### src/rtl/standard_timer_defs.svh
// register offsets, field positions, reset values and timing counts of the timer
`ifndef STANDARD_TIMER_DEFS_SVH
`define STANDARD_TIMER_DEFS_SVH
`define OFS_CONTROL_ZERO 8'h00
`define OFS_CONTROL_ONE 8'h04
`define OFS_COUNT_LOW 8'h08
`define OFS_COUNT_HIGH 8'h0C
`define OFS_CMPA_LOW 8'h10
`define OFS_CMPA_HIGH 8'h14
`define OFS_STATUS 8'h18
`define OFS_PRESCALE 8'h1C
`define CTL0_ON 3
`define CTL0_P_HI 2
`define CTL0_P_LO 0
`define CTL1_MODE_HI 7
`define CTL1_MODE_LO 6
`define CTL1_PIN_HI 5
`define CTL1_PIN_LO 4
`define CTL1_INIT 3
`define CTL1_INV 2
`define CTL1_SWAP 1
`define CTL1_CLR 0
`define STAT_MATCH_A 0
`define STAT_MATCH_P 1
`define CTL_RESET 8'h00
`define PRESCALE_RESET 8'h00
`define COUNT_MAX 10'h3FF
`define COUNT_ZERO 10'h000
`define P_ZERO 3'h0
`define RESP_OKAY 2'h0
`define RESP_SLVERR 2'h2
`endif

### src/rtl/standard_timer_pkg.sv
// types shared by the standard timer
package standard_timer_pkg;
    typedef enum logic [1:0] {
        MODE_COMPARE,
        MODE_CAPTURE,
        MODE_PWM,
        MODE_TIMER
    } mode_e;

    typedef enum logic [1:0] {
        PIN_SEL_0,
        PIN_SEL_1,
        PIN_SEL_2,
        PIN_SEL_3
    } pin_sel_e;

    typedef enum {
        BUS_IDLE,
        BUS_RESP
    } bus_state_e;
endpackage : standard_timer_pkg

### src/rtl/standard_timer_compare_unit.sv
// standard timer: 10-bit counter, compare A and P, pin output, capture, AXI4-Lite registers
`timescale 1ns/100ps
`include "standard_timer_defs.svh"

module standard_timer_compare_unit (
    input wire logic sysClk, // 200 MHz clock
    input wire logic reset, // asynchronous, active high
    input wire logic [7:0] awaddr, // write address
    input wire logic awvalid, // write address valid
    output logic awready, // write address ready
    input wire logic [31:0] wdata, // write data
    input wire logic [3:0] wstrb, // write strobes
    input wire logic wvalid, // write data valid
    output logic wready, // write data ready
    output logic [1:0] bresp, // write response
    output logic bvalid, // write response valid
    input wire logic bready, // write response ready
    input wire logic [7:0] araddr, // read address
    input wire logic arvalid, // read address valid
    output logic arready, // read address ready
    output logic [31:0] rdata, // read data
    output logic [1:0] rresp, // read response
    output logic rvalid, // read data valid
    input wire logic rready, // read data ready
    input wire logic captureInputPin, // capture pin, synchronous
    output logic timerOutputPin, // timer output pin
    output logic matchFlagIrq // a match flag is set
);
    typedef struct packed {
        standard_timer_pkg::bus_state_e wrState;
        standard_timer_pkg::bus_state_e rdState;
        logic awTaken;
        logic wTaken;
        logic [7:0] awAddr;
        logic [31:0] wData;
        logic [3:0] wStrb;
        logic [1:0] bresp;
        logic [31:0] rdata;
        logic [1:0] rresp;
        logic [7:0] ctl0;
        logic [7:0] ctl1;
        logic [7:0] prescale;
        logic [7:0] preCount;
        logic [9:0] count;
        logic [9:0] cmpA;
        logic [7:0] wrBuf;
        logic [7:0] rdBuf;
        logic matchA;
        logic matchP;
        logic onPrev;
        logic pinLevel;
        logic pinOut;
        logic capPrev;
        logic irq;
        logic awRdy;
        logic wRdy;
        logic arRdy;
        logic bValid;
        logic rValid;
    } state_s;

    state_s s_reg;
    state_s s_next;

    // period in counter units for the 3-bit compare; zero means the full 1024
    function automatic logic [10:0] pPeriod(input logic [2:0] p);
        pPeriod = (p == `P_ZERO) ? 11'h400 : {1'b0, p, 7'h00};
    endfunction : pPeriod

    // byte lane merge for a byte register
    function automatic logic [7:0] mergeByte(input logic [7:0] old, input logic [31:0] d,
                                             input logic [3:0] strb);
        mergeByte = strb[0] ? d[7:0] : old;
    endfunction : mergeByte

    logic [2:0] pValue;
    logic [1:0] modeSel;
    logic [1:0] pinSel;
    logic timerOn;
    logic initLevel;
    logic invertOut;
    logic swapDuty;
    logic clearOnA;
    logic timerTick;
    logic matchAEvt;
    logic matchPEvt;
    logic overflowEvt;
    logic clearCount;
    logic capEvt;
    logic pwmActive;
    logic [10:0] periodVal;
    logic [10:0] dutyVal;
    logic wrGo;
    logic rdGo;
    logic [31:0] rdValue;
    logic rdOk;
    logic wrOk;

    always_comb begin
        s_next = s_reg;
        pValue = s_reg.ctl0[`CTL0_P_HI:`CTL0_P_LO];
        timerOn = s_reg.ctl0[`CTL0_ON];
        modeSel = s_reg.ctl1[`CTL1_MODE_HI:`CTL1_MODE_LO];
        pinSel = s_reg.ctl1[`CTL1_PIN_HI:`CTL1_PIN_LO];
        initLevel = s_reg.ctl1[`CTL1_INIT];
        invertOut = s_reg.ctl1[`CTL1_INV];
        swapDuty = s_reg.ctl1[`CTL1_SWAP];
        clearOnA = s_reg.ctl1[`CTL1_CLR];

        // timer clock enable from the prescaler; prescale 0 ticks every cycle
        timerTick = 1'b0;
        if (timerOn) begin
            if (s_reg.preCount >= s_reg.prescale) begin
                // no tick in the start cycle, so the residual count cannot match
                timerTick = s_reg.onPrev;
                s_next.preCount = `PRESCALE_RESET;
            end else begin
                s_next.preCount = s_reg.preCount + 8'h01;
            end
        end

        // comparators, evaluated when the counter is about to advance
        matchAEvt = timerTick && (s_reg.cmpA != `COUNT_ZERO)
            && (s_reg.count == s_reg.cmpA);
        matchPEvt = timerTick && (pValue != `P_ZERO)
            && (s_reg.count[9:7] == pValue);
        overflowEvt = timerTick && (s_reg.count == `COUNT_MAX);

        periodVal = pPeriod(pValue);
        dutyVal = {1'b0, s_reg.cmpA};
        if (swapDuty) begin
            periodVal = {1'b0, s_reg.cmpA};
            dutyVal = pPeriod(pValue);
        end

        clearCount = 1'b0;
        capEvt = 1'b0;
        case (modeSel)
            standard_timer_pkg::MODE_COMPARE, standard_timer_pkg::MODE_TIMER: begin
                if (clearOnA) begin
                    clearCount = matchAEvt;
                end else begin
                    clearCount = matchPEvt || (overflowEvt && pValue == `P_ZERO);
                end
                if (matchAEvt) begin
                    s_next.matchA = 1'b1;
                end
                if (matchPEvt && !clearOnA) begin
                    s_next.matchP = 1'b1;
                end
            end
            standard_timer_pkg::MODE_PWM: begin
                // clear_source_select not looked at here
                if (pinSel == standard_timer_pkg::PIN_SEL_3) begin
                    // single pulse: match A ends pulse and switches off
                    if (matchAEvt) begin
                        s_next.matchA = 1'b1;
                        s_next.ctl0[`CTL0_ON] = 1'b0;
                    end
                end else begin
                    clearCount = timerTick && ({1'b0, s_reg.count} + 11'h001 >= periodVal);
                    if (matchAEvt) begin
                        s_next.matchA = 1'b1;
                    end
                    if (matchPEvt) begin
                        s_next.matchP = 1'b1;
                    end
                end
            end
            standard_timer_pkg::MODE_CAPTURE: begin
                clearCount = matchPEvt || (overflowEvt && pValue == `P_ZERO);
                if (matchPEvt) begin
                    s_next.matchP = 1'b1;
                end
                case (pinSel)
                    standard_timer_pkg::PIN_SEL_0: capEvt = captureInputPin && !s_reg.capPrev;
                    standard_timer_pkg::PIN_SEL_1: capEvt = !captureInputPin && s_reg.capPrev;
                    standard_timer_pkg::PIN_SEL_2: capEvt = captureInputPin != s_reg.capPrev;
                    default: capEvt = 1'b0;
                endcase
                capEvt = capEvt && timerOn;
                if (capEvt) begin
                    s_next.cmpA = s_reg.count;
                    s_next.matchA = 1'b1;
                end
            end
            default: clearCount = 1'b0;
        endcase
        s_next.capPrev = captureInputPin;

        // counter: rise of counter_on clears, off holds the residual count
        s_next.onPrev = timerOn;
        if (timerOn && !s_reg.onPrev) begin
            s_next.count = `COUNT_ZERO;
        end else if (clearCount) begin
            s_next.count = `COUNT_ZERO;
        end else if (timerTick) begin
            s_next.count = s_reg.count + 10'h001;
        end

        // output pin level
        pwmActive = ({1'b0, s_reg.count} < dutyVal);
        if (timerOn && !s_reg.onPrev) begin
            s_next.pinLevel = initLevel;
        end else if (modeSel == standard_timer_pkg::MODE_COMPARE && matchAEvt) begin
            case (pinSel)
                standard_timer_pkg::PIN_SEL_1: s_next.pinLevel = 1'b0;
                standard_timer_pkg::PIN_SEL_2: s_next.pinLevel = 1'b1;
                standard_timer_pkg::PIN_SEL_3: s_next.pinLevel = !s_reg.pinLevel;
                default: s_next.pinLevel = s_reg.pinLevel;
            endcase
        end
        case (modeSel)
            standard_timer_pkg::MODE_COMPARE: s_next.pinOut = s_next.pinLevel ^ invertOut;
            standard_timer_pkg::MODE_PWM: begin
                case (pinSel)
                    standard_timer_pkg::PIN_SEL_0: s_next.pinOut = !initLevel ^ invertOut;
                    standard_timer_pkg::PIN_SEL_1: s_next.pinOut = initLevel ^ invertOut;
                    standard_timer_pkg::PIN_SEL_2: s_next.pinOut = ((timerOn && pwmActive)
                        ? initLevel : !initLevel) ^ invertOut;
                    default: s_next.pinOut = ((s_next.ctl0[`CTL0_ON])
                        ? initLevel : !initLevel) ^ invertOut;
                endcase
            end
            default: s_next.pinOut = 1'b0;
        endcase

        // AXI4-Lite write channel: address and data in either order
        wrGo = 1'b0;
        wrOk = 1'b1;
        case (s_reg.wrState)
            standard_timer_pkg::BUS_IDLE: begin
                if (awvalid && !s_reg.awTaken) begin
                    s_next.awTaken = 1'b1;
                    s_next.awAddr = awaddr;
                end
                if (wvalid && !s_reg.wTaken) begin
                    s_next.wTaken = 1'b1;
                    s_next.wData = wdata;
                    s_next.wStrb = wstrb;
                end
                if (s_reg.awTaken && s_reg.wTaken) begin
                    wrGo = 1'b1;
                    s_next.awTaken = 1'b0;
                    s_next.wTaken = 1'b0;
                    s_next.wrState = standard_timer_pkg::BUS_RESP;
                end
            end
            standard_timer_pkg::BUS_RESP: begin
                if (bready) begin
                    s_next.wrState = standard_timer_pkg::BUS_IDLE;
                end
            end
            default: s_next.wrState = standard_timer_pkg::BUS_IDLE;
        endcase
        if (wrGo) begin
            case (s_reg.awAddr)
                `OFS_CONTROL_ZERO: s_next.ctl0 = mergeByte(s_next.ctl0, s_reg.wData, s_reg.wStrb);
                `OFS_CONTROL_ONE: s_next.ctl1 = mergeByte(s_reg.ctl1, s_reg.wData, s_reg.wStrb);
                `OFS_PRESCALE: s_next.prescale = mergeByte(s_reg.prescale, s_reg.wData, s_reg.wStrb);
                `OFS_CMPA_LOW: s_next.wrBuf = mergeByte(s_reg.wrBuf, s_reg.wData, s_reg.wStrb);
                `OFS_CMPA_HIGH: begin
                    if (s_reg.wStrb[0]) begin
                        s_next.cmpA = {s_reg.wData[1:0], s_reg.wrBuf};
                    end
                end
                `OFS_STATUS: begin
                    // write one to clear; a same-cycle match keeps its flag
                    if (s_reg.wStrb[0] && s_reg.wData[`STAT_MATCH_A] && s_next.matchA == s_reg.matchA
                        && !matchAEvt && !capEvt) begin
                        s_next.matchA = 1'b0;
                    end
                    if (s_reg.wStrb[0] && s_reg.wData[`STAT_MATCH_P] && !matchPEvt) begin
                        s_next.matchP = 1'b0;
                    end
                end
                `OFS_COUNT_LOW, `OFS_COUNT_HIGH: wrOk = 1'b0;
                default: wrOk = 1'b0;
            endcase
            s_next.bresp = wrOk ? `RESP_OKAY : `RESP_SLVERR;
        end

        // AXI4-Lite read channel
        rdGo = 1'b0;
        rdOk = 1'b1;
        rdValue = 32'h0000_0000;
        case (araddr)
            `OFS_CONTROL_ZERO: rdValue = {24'h000000, s_reg.ctl0};
            `OFS_CONTROL_ONE: rdValue = {24'h000000, s_reg.ctl1};
            `OFS_PRESCALE: rdValue = {24'h000000, s_reg.prescale};
            `OFS_COUNT_LOW, `OFS_CMPA_LOW: rdValue = {24'h000000, s_reg.rdBuf};
            `OFS_COUNT_HIGH: rdValue = {30'h00000000, s_reg.count[9:8]};
            `OFS_CMPA_HIGH: rdValue = {30'h00000000, s_reg.cmpA[9:8]};
            `OFS_STATUS: rdValue = {30'h00000000, s_reg.matchP, s_reg.matchA};
            default: rdOk = 1'b0;
        endcase
        case (s_reg.rdState)
            standard_timer_pkg::BUS_IDLE: begin
                if (arvalid) begin
                    rdGo = 1'b1;
                    s_next.rdata = rdValue;
                    s_next.rresp = rdOk ? `RESP_OKAY : `RESP_SLVERR;
                    s_next.rdState = standard_timer_pkg::BUS_RESP;
                    if (araddr == `OFS_COUNT_HIGH) begin
                        s_next.rdBuf = s_reg.count[7:0];
                    end else if (araddr == `OFS_CMPA_HIGH) begin
                        s_next.rdBuf = s_reg.cmpA[7:0];
                    end
                end
            end
            standard_timer_pkg::BUS_RESP: begin
                if (rready) begin
                    s_next.rdState = standard_timer_pkg::BUS_IDLE;
                end
            end
            default: s_next.rdState = standard_timer_pkg::BUS_IDLE;
        endcase
        // handshake outputs are registered copies of the next channel state
        s_next.awRdy = (s_next.wrState == standard_timer_pkg::BUS_IDLE) && !s_next.awTaken;
        s_next.wRdy = (s_next.wrState == standard_timer_pkg::BUS_IDLE) && !s_next.wTaken;
        s_next.bValid = (s_next.wrState == standard_timer_pkg::BUS_RESP);
        s_next.arRdy = (s_next.rdState == standard_timer_pkg::BUS_IDLE);
        s_next.rValid = (s_next.rdState == standard_timer_pkg::BUS_RESP);
        s_next.irq = s_next.matchA || s_next.matchP;
    end

    always_ff @(posedge sysClk or posedge reset) begin
        if (reset) begin
            s_reg <= '0;
            s_reg.awRdy <= 1'b1;
            s_reg.wRdy <= 1'b1;
            s_reg.arRdy <= 1'b1;
        end else begin
            s_reg <= s_next;
        end
    end

    assign bresp = s_reg.bresp;
    assign awready = s_reg.awRdy;
    assign wready = s_reg.wRdy;
    assign arready = s_reg.arRdy;
    assign bvalid = s_reg.bValid;
    assign rdata = s_reg.rdata;
    assign rresp = s_reg.rresp;
    assign rvalid = s_reg.rValid;
    assign timerOutputPin = s_reg.pinOut;
    assign matchFlagIrq = s_reg.irq;
endmodule : standard_timer_compare_unit

### config.mk
export PLATFORM = sky130hd
export DESIGN_NAME = standard_timer_compare_unit
export DESIGN_NICKNAME = d
export VERILOG_FILES = /design/src/rtl/standard_timer_pkg.sv /design/src/rtl/standard_timer_compare_unit.sv
export VERILOG_INCLUDE_DIRS = /design/src /design/src/rtl
export SDC_FILE = /design/constraint.sdc
export NUM_CORES = 1
export LEC_CHECK = 0
export ABC_AREA = 0
export BUFFER_PORTS_ARGS = -buffer_cell sky130_fd_sc_hd__buf_2
export CAP_MARGIN = 40
export CORE_MARGIN = 4
export CORE_UTILIZATION = 50
export CTS_CLUSTER_DIAMETER = 200
export DETAILED_ROUTE_END_ITERATION = 16
export GPL_ROUTABILITY_DRIVEN = 0
export MAX_ROUTING_LAYER = met4
export PLACE_DENSITY_LB_ADDON = 0.2
export SLEW_MARGIN = 20
export SYNTH_ARGS = -nofsm -noshare
export SYNTH_HDL_FRONTEND = slang
export SYNTH_SLANG_ARGS = --single-unit
### constraint.sdc
create_clock -name sysClk -period 7.5 [get_ports sysClk]
set_input_delay 0.75 -clock sysClk [delete_from_list [all_inputs] [get_ports sysClk]]
set_output_delay 0.75 -clock sysClk [all_outputs]
set_load 0.03 [all_outputs]
==> impl_metrics.env <==
export IMPL_synthCells=730
export IMPL_drcViolationCount=0
export IMPL_hp_class="in2async"
export IMPL_final_cells=1056
export IMPL_syn_avg_cell_area_um2=11.4
export IMPL_crit_path_cell_trace="nand3_1 > inv_1 > nand3_1 > nor2_1 > and3_1 > xnor2_1 > ha_1 > o21a_1 > o2111ai_1 > a211oi_1 > o311a_1 > nor4_1"
export IMPL_clock_sinks=173
export IMPL_path_class="reg2reg"
export IMPL_via_per_inst=5.41
export IMPL_required_ns=7.82
export IMPL_setup_viol=0
export IMPL_grt_antenna_before_repair=0
export IMPL_fin_skew_ns=0.0102
export IMPL_synthArstFlopShare=1.00
export IMPL_drive_gt1_frac=0.179
export IMPL_worst_slew_pin_slew_ns=0.829
export IMPL_htreeDepth=4
export IMPL_port_buffers=49
export IMPL_arrival_ns=3.62
export IMPL_rr_worst_depth=12
export IMPL_cts_setup_buffers=0
export IMPL_maxCapViolations=0
export IMPL_clock_latency_ns=0.43
export IMPL_synth_area_mm2=0.00833
export IMPL_grt_pass1_vias=5888
export IMPL_start_util=0.517
export IMPL_dpl_cell_area_mm2=0.00882
export IMPL_dr_wl_met2_um=8480
export IMPL_overflow=0
export IMPL_pin_count=103
export IMPL_layout_common_cells="170 x dfrtp_1, 88 x conb_1, 51 x nand2_1"
export IMPL_routed_wl_um=17500
export IMPL_multi_input_area_mm2=0.00383
export IMPL_powerDensity_mw_per_mm2=200
export IMPL_die_area_mm2=0.0188
export IMPL_cts_resized=0
export IMPL_drt_iter0_drc=585
export IMPL_cp_num_buf_inv=1
export IMPL_ant_nets=0
export IMPL_ys_warn_count=0
export IMPL_die_y_um=137
export IMPL_crit_reg2reg_capture="s_reg[38]"
export IMPL_p_leak_nw=4.65
export IMPL_final_seq_area_mm2=0.00433
export IMPL_timing_max_slew_rel_slack=0.447
export IMPL_hold_slack_ns=0.320
export IMPL_p_sw_mw=0.468
export IMPL_fin_crit_sh=0.439
export IMPL_core_mm2=0.0161
export IMPL_final_nets=921
export IMPL_outcome="completed"
export IMPL_ctsHoldBuffers=0
export IMPL_num_fill_cells=1360
export IMPL_cp_slowest_stage_delay_ns=0.59
export IMPL_first_pass_iters=6
export IMPL_wl_per_cell_um=16.6
export IMPL_cts_max_path_buffers=2
export IMPL_fp_dieW_um=137
export IMPL_cp_end_kind="flop"
export IMPL_seq_power_share=0.506
export IMPL_power_switching_share=0.248
export IMPL_synth_edf_count=0
export IMPL_fin_area_mm2=0.00944
export IMPL_peakVddDrop_v=0.000148
export IMPL_period_needed_ns=3.29
export IMPL_reg2reg_from="s_reg[40]"
export IMPL_critPathLaunchType="flop"
export IMPL_rows=46
export IMPL_cell_internal_pwr_mw=1.42
export IMPL_synth_seq_cells=173
export IMPL_rrSetupSlack_ns=4.21
export IMPL_area_delta_synth_final_pct=13.4
export IMPL_slew_viol_final=0
export IMPL_seq_area_frac_synth=0.520
export IMPL_p_total_mw=1.89
export IMPL_hpwl_um=12700
export IMPL_num_vias=5717
export IMPL_cts_root_buf="clkbuf_16"
export IMPL_dr_max_layer_used="met4"
export IMPL_dp_cells=1021
export IMPL_cts_tree="yes"
export IMPL_rsz0062_at_grt="no"
export IMPL_clock_fmax_mhz=304
export IMPL_worstPathMaxFanout=10
export IMPL_hold_violations=0
export IMPL_slowest_stage="dfrtp_1"
export IMPL_grt_pass1_wl_um=29200
export IMPL_path_delay_family="simple AND/OR/NAND/NOR gates"
export IMPL_cp_common_cell="nand3_1"
export IMPL_mostFrequentLayoutCell="dfrtp_1"
export IMPL_grt_max_degree=72
export IMPL_clkPwrFrac=0.459
export IMPL_wl_met3_um=906
export IMPL_comb_power_share=0.036
export IMPL_drt_met1_wl_um=7750
export IMPL_synth_cell_type_count=60
export IMPL_ys_dominant_reg_cell="dfrtp_1"
export IMPL_grtUsageTotal=0.207
export IMPL_clk_pin_slew_ns=0.07
export IMPL_cts_buffers=17
export IMPL_setup_tns_ns=0
export IMPL_largest_reg_flops=145
cell usage after synthesis, types with 2 or more instances:
cell type / instances / share of area
dfstp_2: 3 / 0.0095
buf_2: 6 / 0.0036
and4_1: 3 / 0.0032
or4_1: 2 / 0.0018
xor2_1: 23 / 0.024
nor3_1: 11 / 0.0066
and3_4: 3 / 0.0041
o21ai_0: 22 / 0.013
a2111oi_0: 6 / 0.0063
o31ai_1: 2 / 0.0018
nand4b_1: 3 / 0.0032
a21o_1: 9 / 0.0081
mux2_2: 42 / 0.057
nor2_1: 42 / 0.019
buf_4: 38 / 0.034
mux2i_1: 34 / 0.041
a31oi_1: 4 / 0.0030
o211ai_1: 3 / 0.0027
o2111ai_1: 4 / 0.0042
and3_1: 6 / 0.0045
xnor2_1: 14 / 0.015
nand2b_1: 13 / 0.0098
o21a_1: 3 / 0.0027
a211oi_1: 13 / 0.012
clkbuf_1: 16 / 0.0072
nand2_1: 51 / 0.023
nor2b_1: 9 / 0.0068
nor2_2: 2 / 0.0015
ha_1: 35 / 0.053
inv_1: 23 / 0.010
mux2_4: 8 / 0.014
buf_1: 2 / 0.00090
nor4_1: 28 / 0.021
nand3_1: 13 / 0.0078
a22oi_1: 7 / 0.0063
nand3b_1: 2 / 0.0018
dfrtp_1: 170 / 0.51
nand4_1: 8 / 0.0060
a21oi_1: 24 / 0.014
o22ai_1: 2 / 0.0015
and2_1: 2 / 0.0015
worst reg2reg max path, stage by stage, from the launching register on:
cell,delay [ns]
dfrtp_1,0.59
nand3_1,0.20
inv_1,0.11
nand3_1,0.12
nor2_1,0.25
and3_1,0.24
xnor2_1,0.15
ha_1,0.26
o21a_1,0.18
o2111ai_1,0.23
a211oi_1,0.07
o311a_1,0.47
nor4_1,0.32
layer usage:
layer,GRT usage,up-vias
li1,-,2671
met3,0.0335,37
met2,0.323,178
met1,0.271,2831
met5,-,-
met4,0.0865,0
stage by stage:
step	setup slack (ns)	utilization
2_1_floorplan	2.07	-
3_3_place_gp	4.33	0.545
3_5_place_dp	4.20	0.547
4_1_cts	4.20	0.584
5_1_grt	3.90	0.586
6_report	4.21	0.586
how the worst max path moves through the flow:
stage               from        end  slack [ns]  cells after the start
5_1_grt        s_reg[40]  s_reg[47]        3.90                     12
4_1_cts        s_reg[40]  s_reg[40]        4.20                     12
3_3_place_gp   s_reg[40]  s_reg[39]        4.33                     12
6_report       s_reg[40]  s_reg[38]        4.21                     12
2_1_floorplan      reset   bresp[1]        2.07                      1
3_5_place_dp   s_reg[40]  s_reg[46]        4.20                     12
kinds of logic (layout without fill, tap and decap cells):
logic type,Yosys count,after routing,share of synthesized area
AOI/OAI and AO/OA,105,105,0.0825
xor gates and xnor gates,37,37,0.0389
adders and majority gates,35,35,0.0526
buffers and inverters,87,109,0.0583
DFF,173,173,0.520
muxes,85,85,0.115
other,1,89,0.000450
and+or+nand+nor,207,207,0.132
area by class of cell:
class / instances / area share
multi-input combinational: 557 / 0.406
inverter: 23 / 0.00967
clock buffer: 19 / 0.0469
clock inverter: 13 / 0.0154
sequential: 173 / 0.459
tap: 216 / 0.0286
timing repair buffer: 54 / 0.0342
antenna: 1 / 0.000265
power by group through the flow:
| stage | registers (mW) | clock network [mW] | logic [mW] |
|---|---|---|---|
| final | 0.954 | 0.866 | 0.0671 |
| after global routing | 0.955 | 0.924 | 0.0769 |
| after CTS | 0.954 | 0.882 | 0.0651 |
| after detailed placement | 0.973 | 0 | 0.0650 |
| after global placement | 0.971 | 0 | 0.0613 |
| after floorplan | 0.971 | 0 | 0.0565 |
Note: power is estimated with default switching activity, not from simulation.
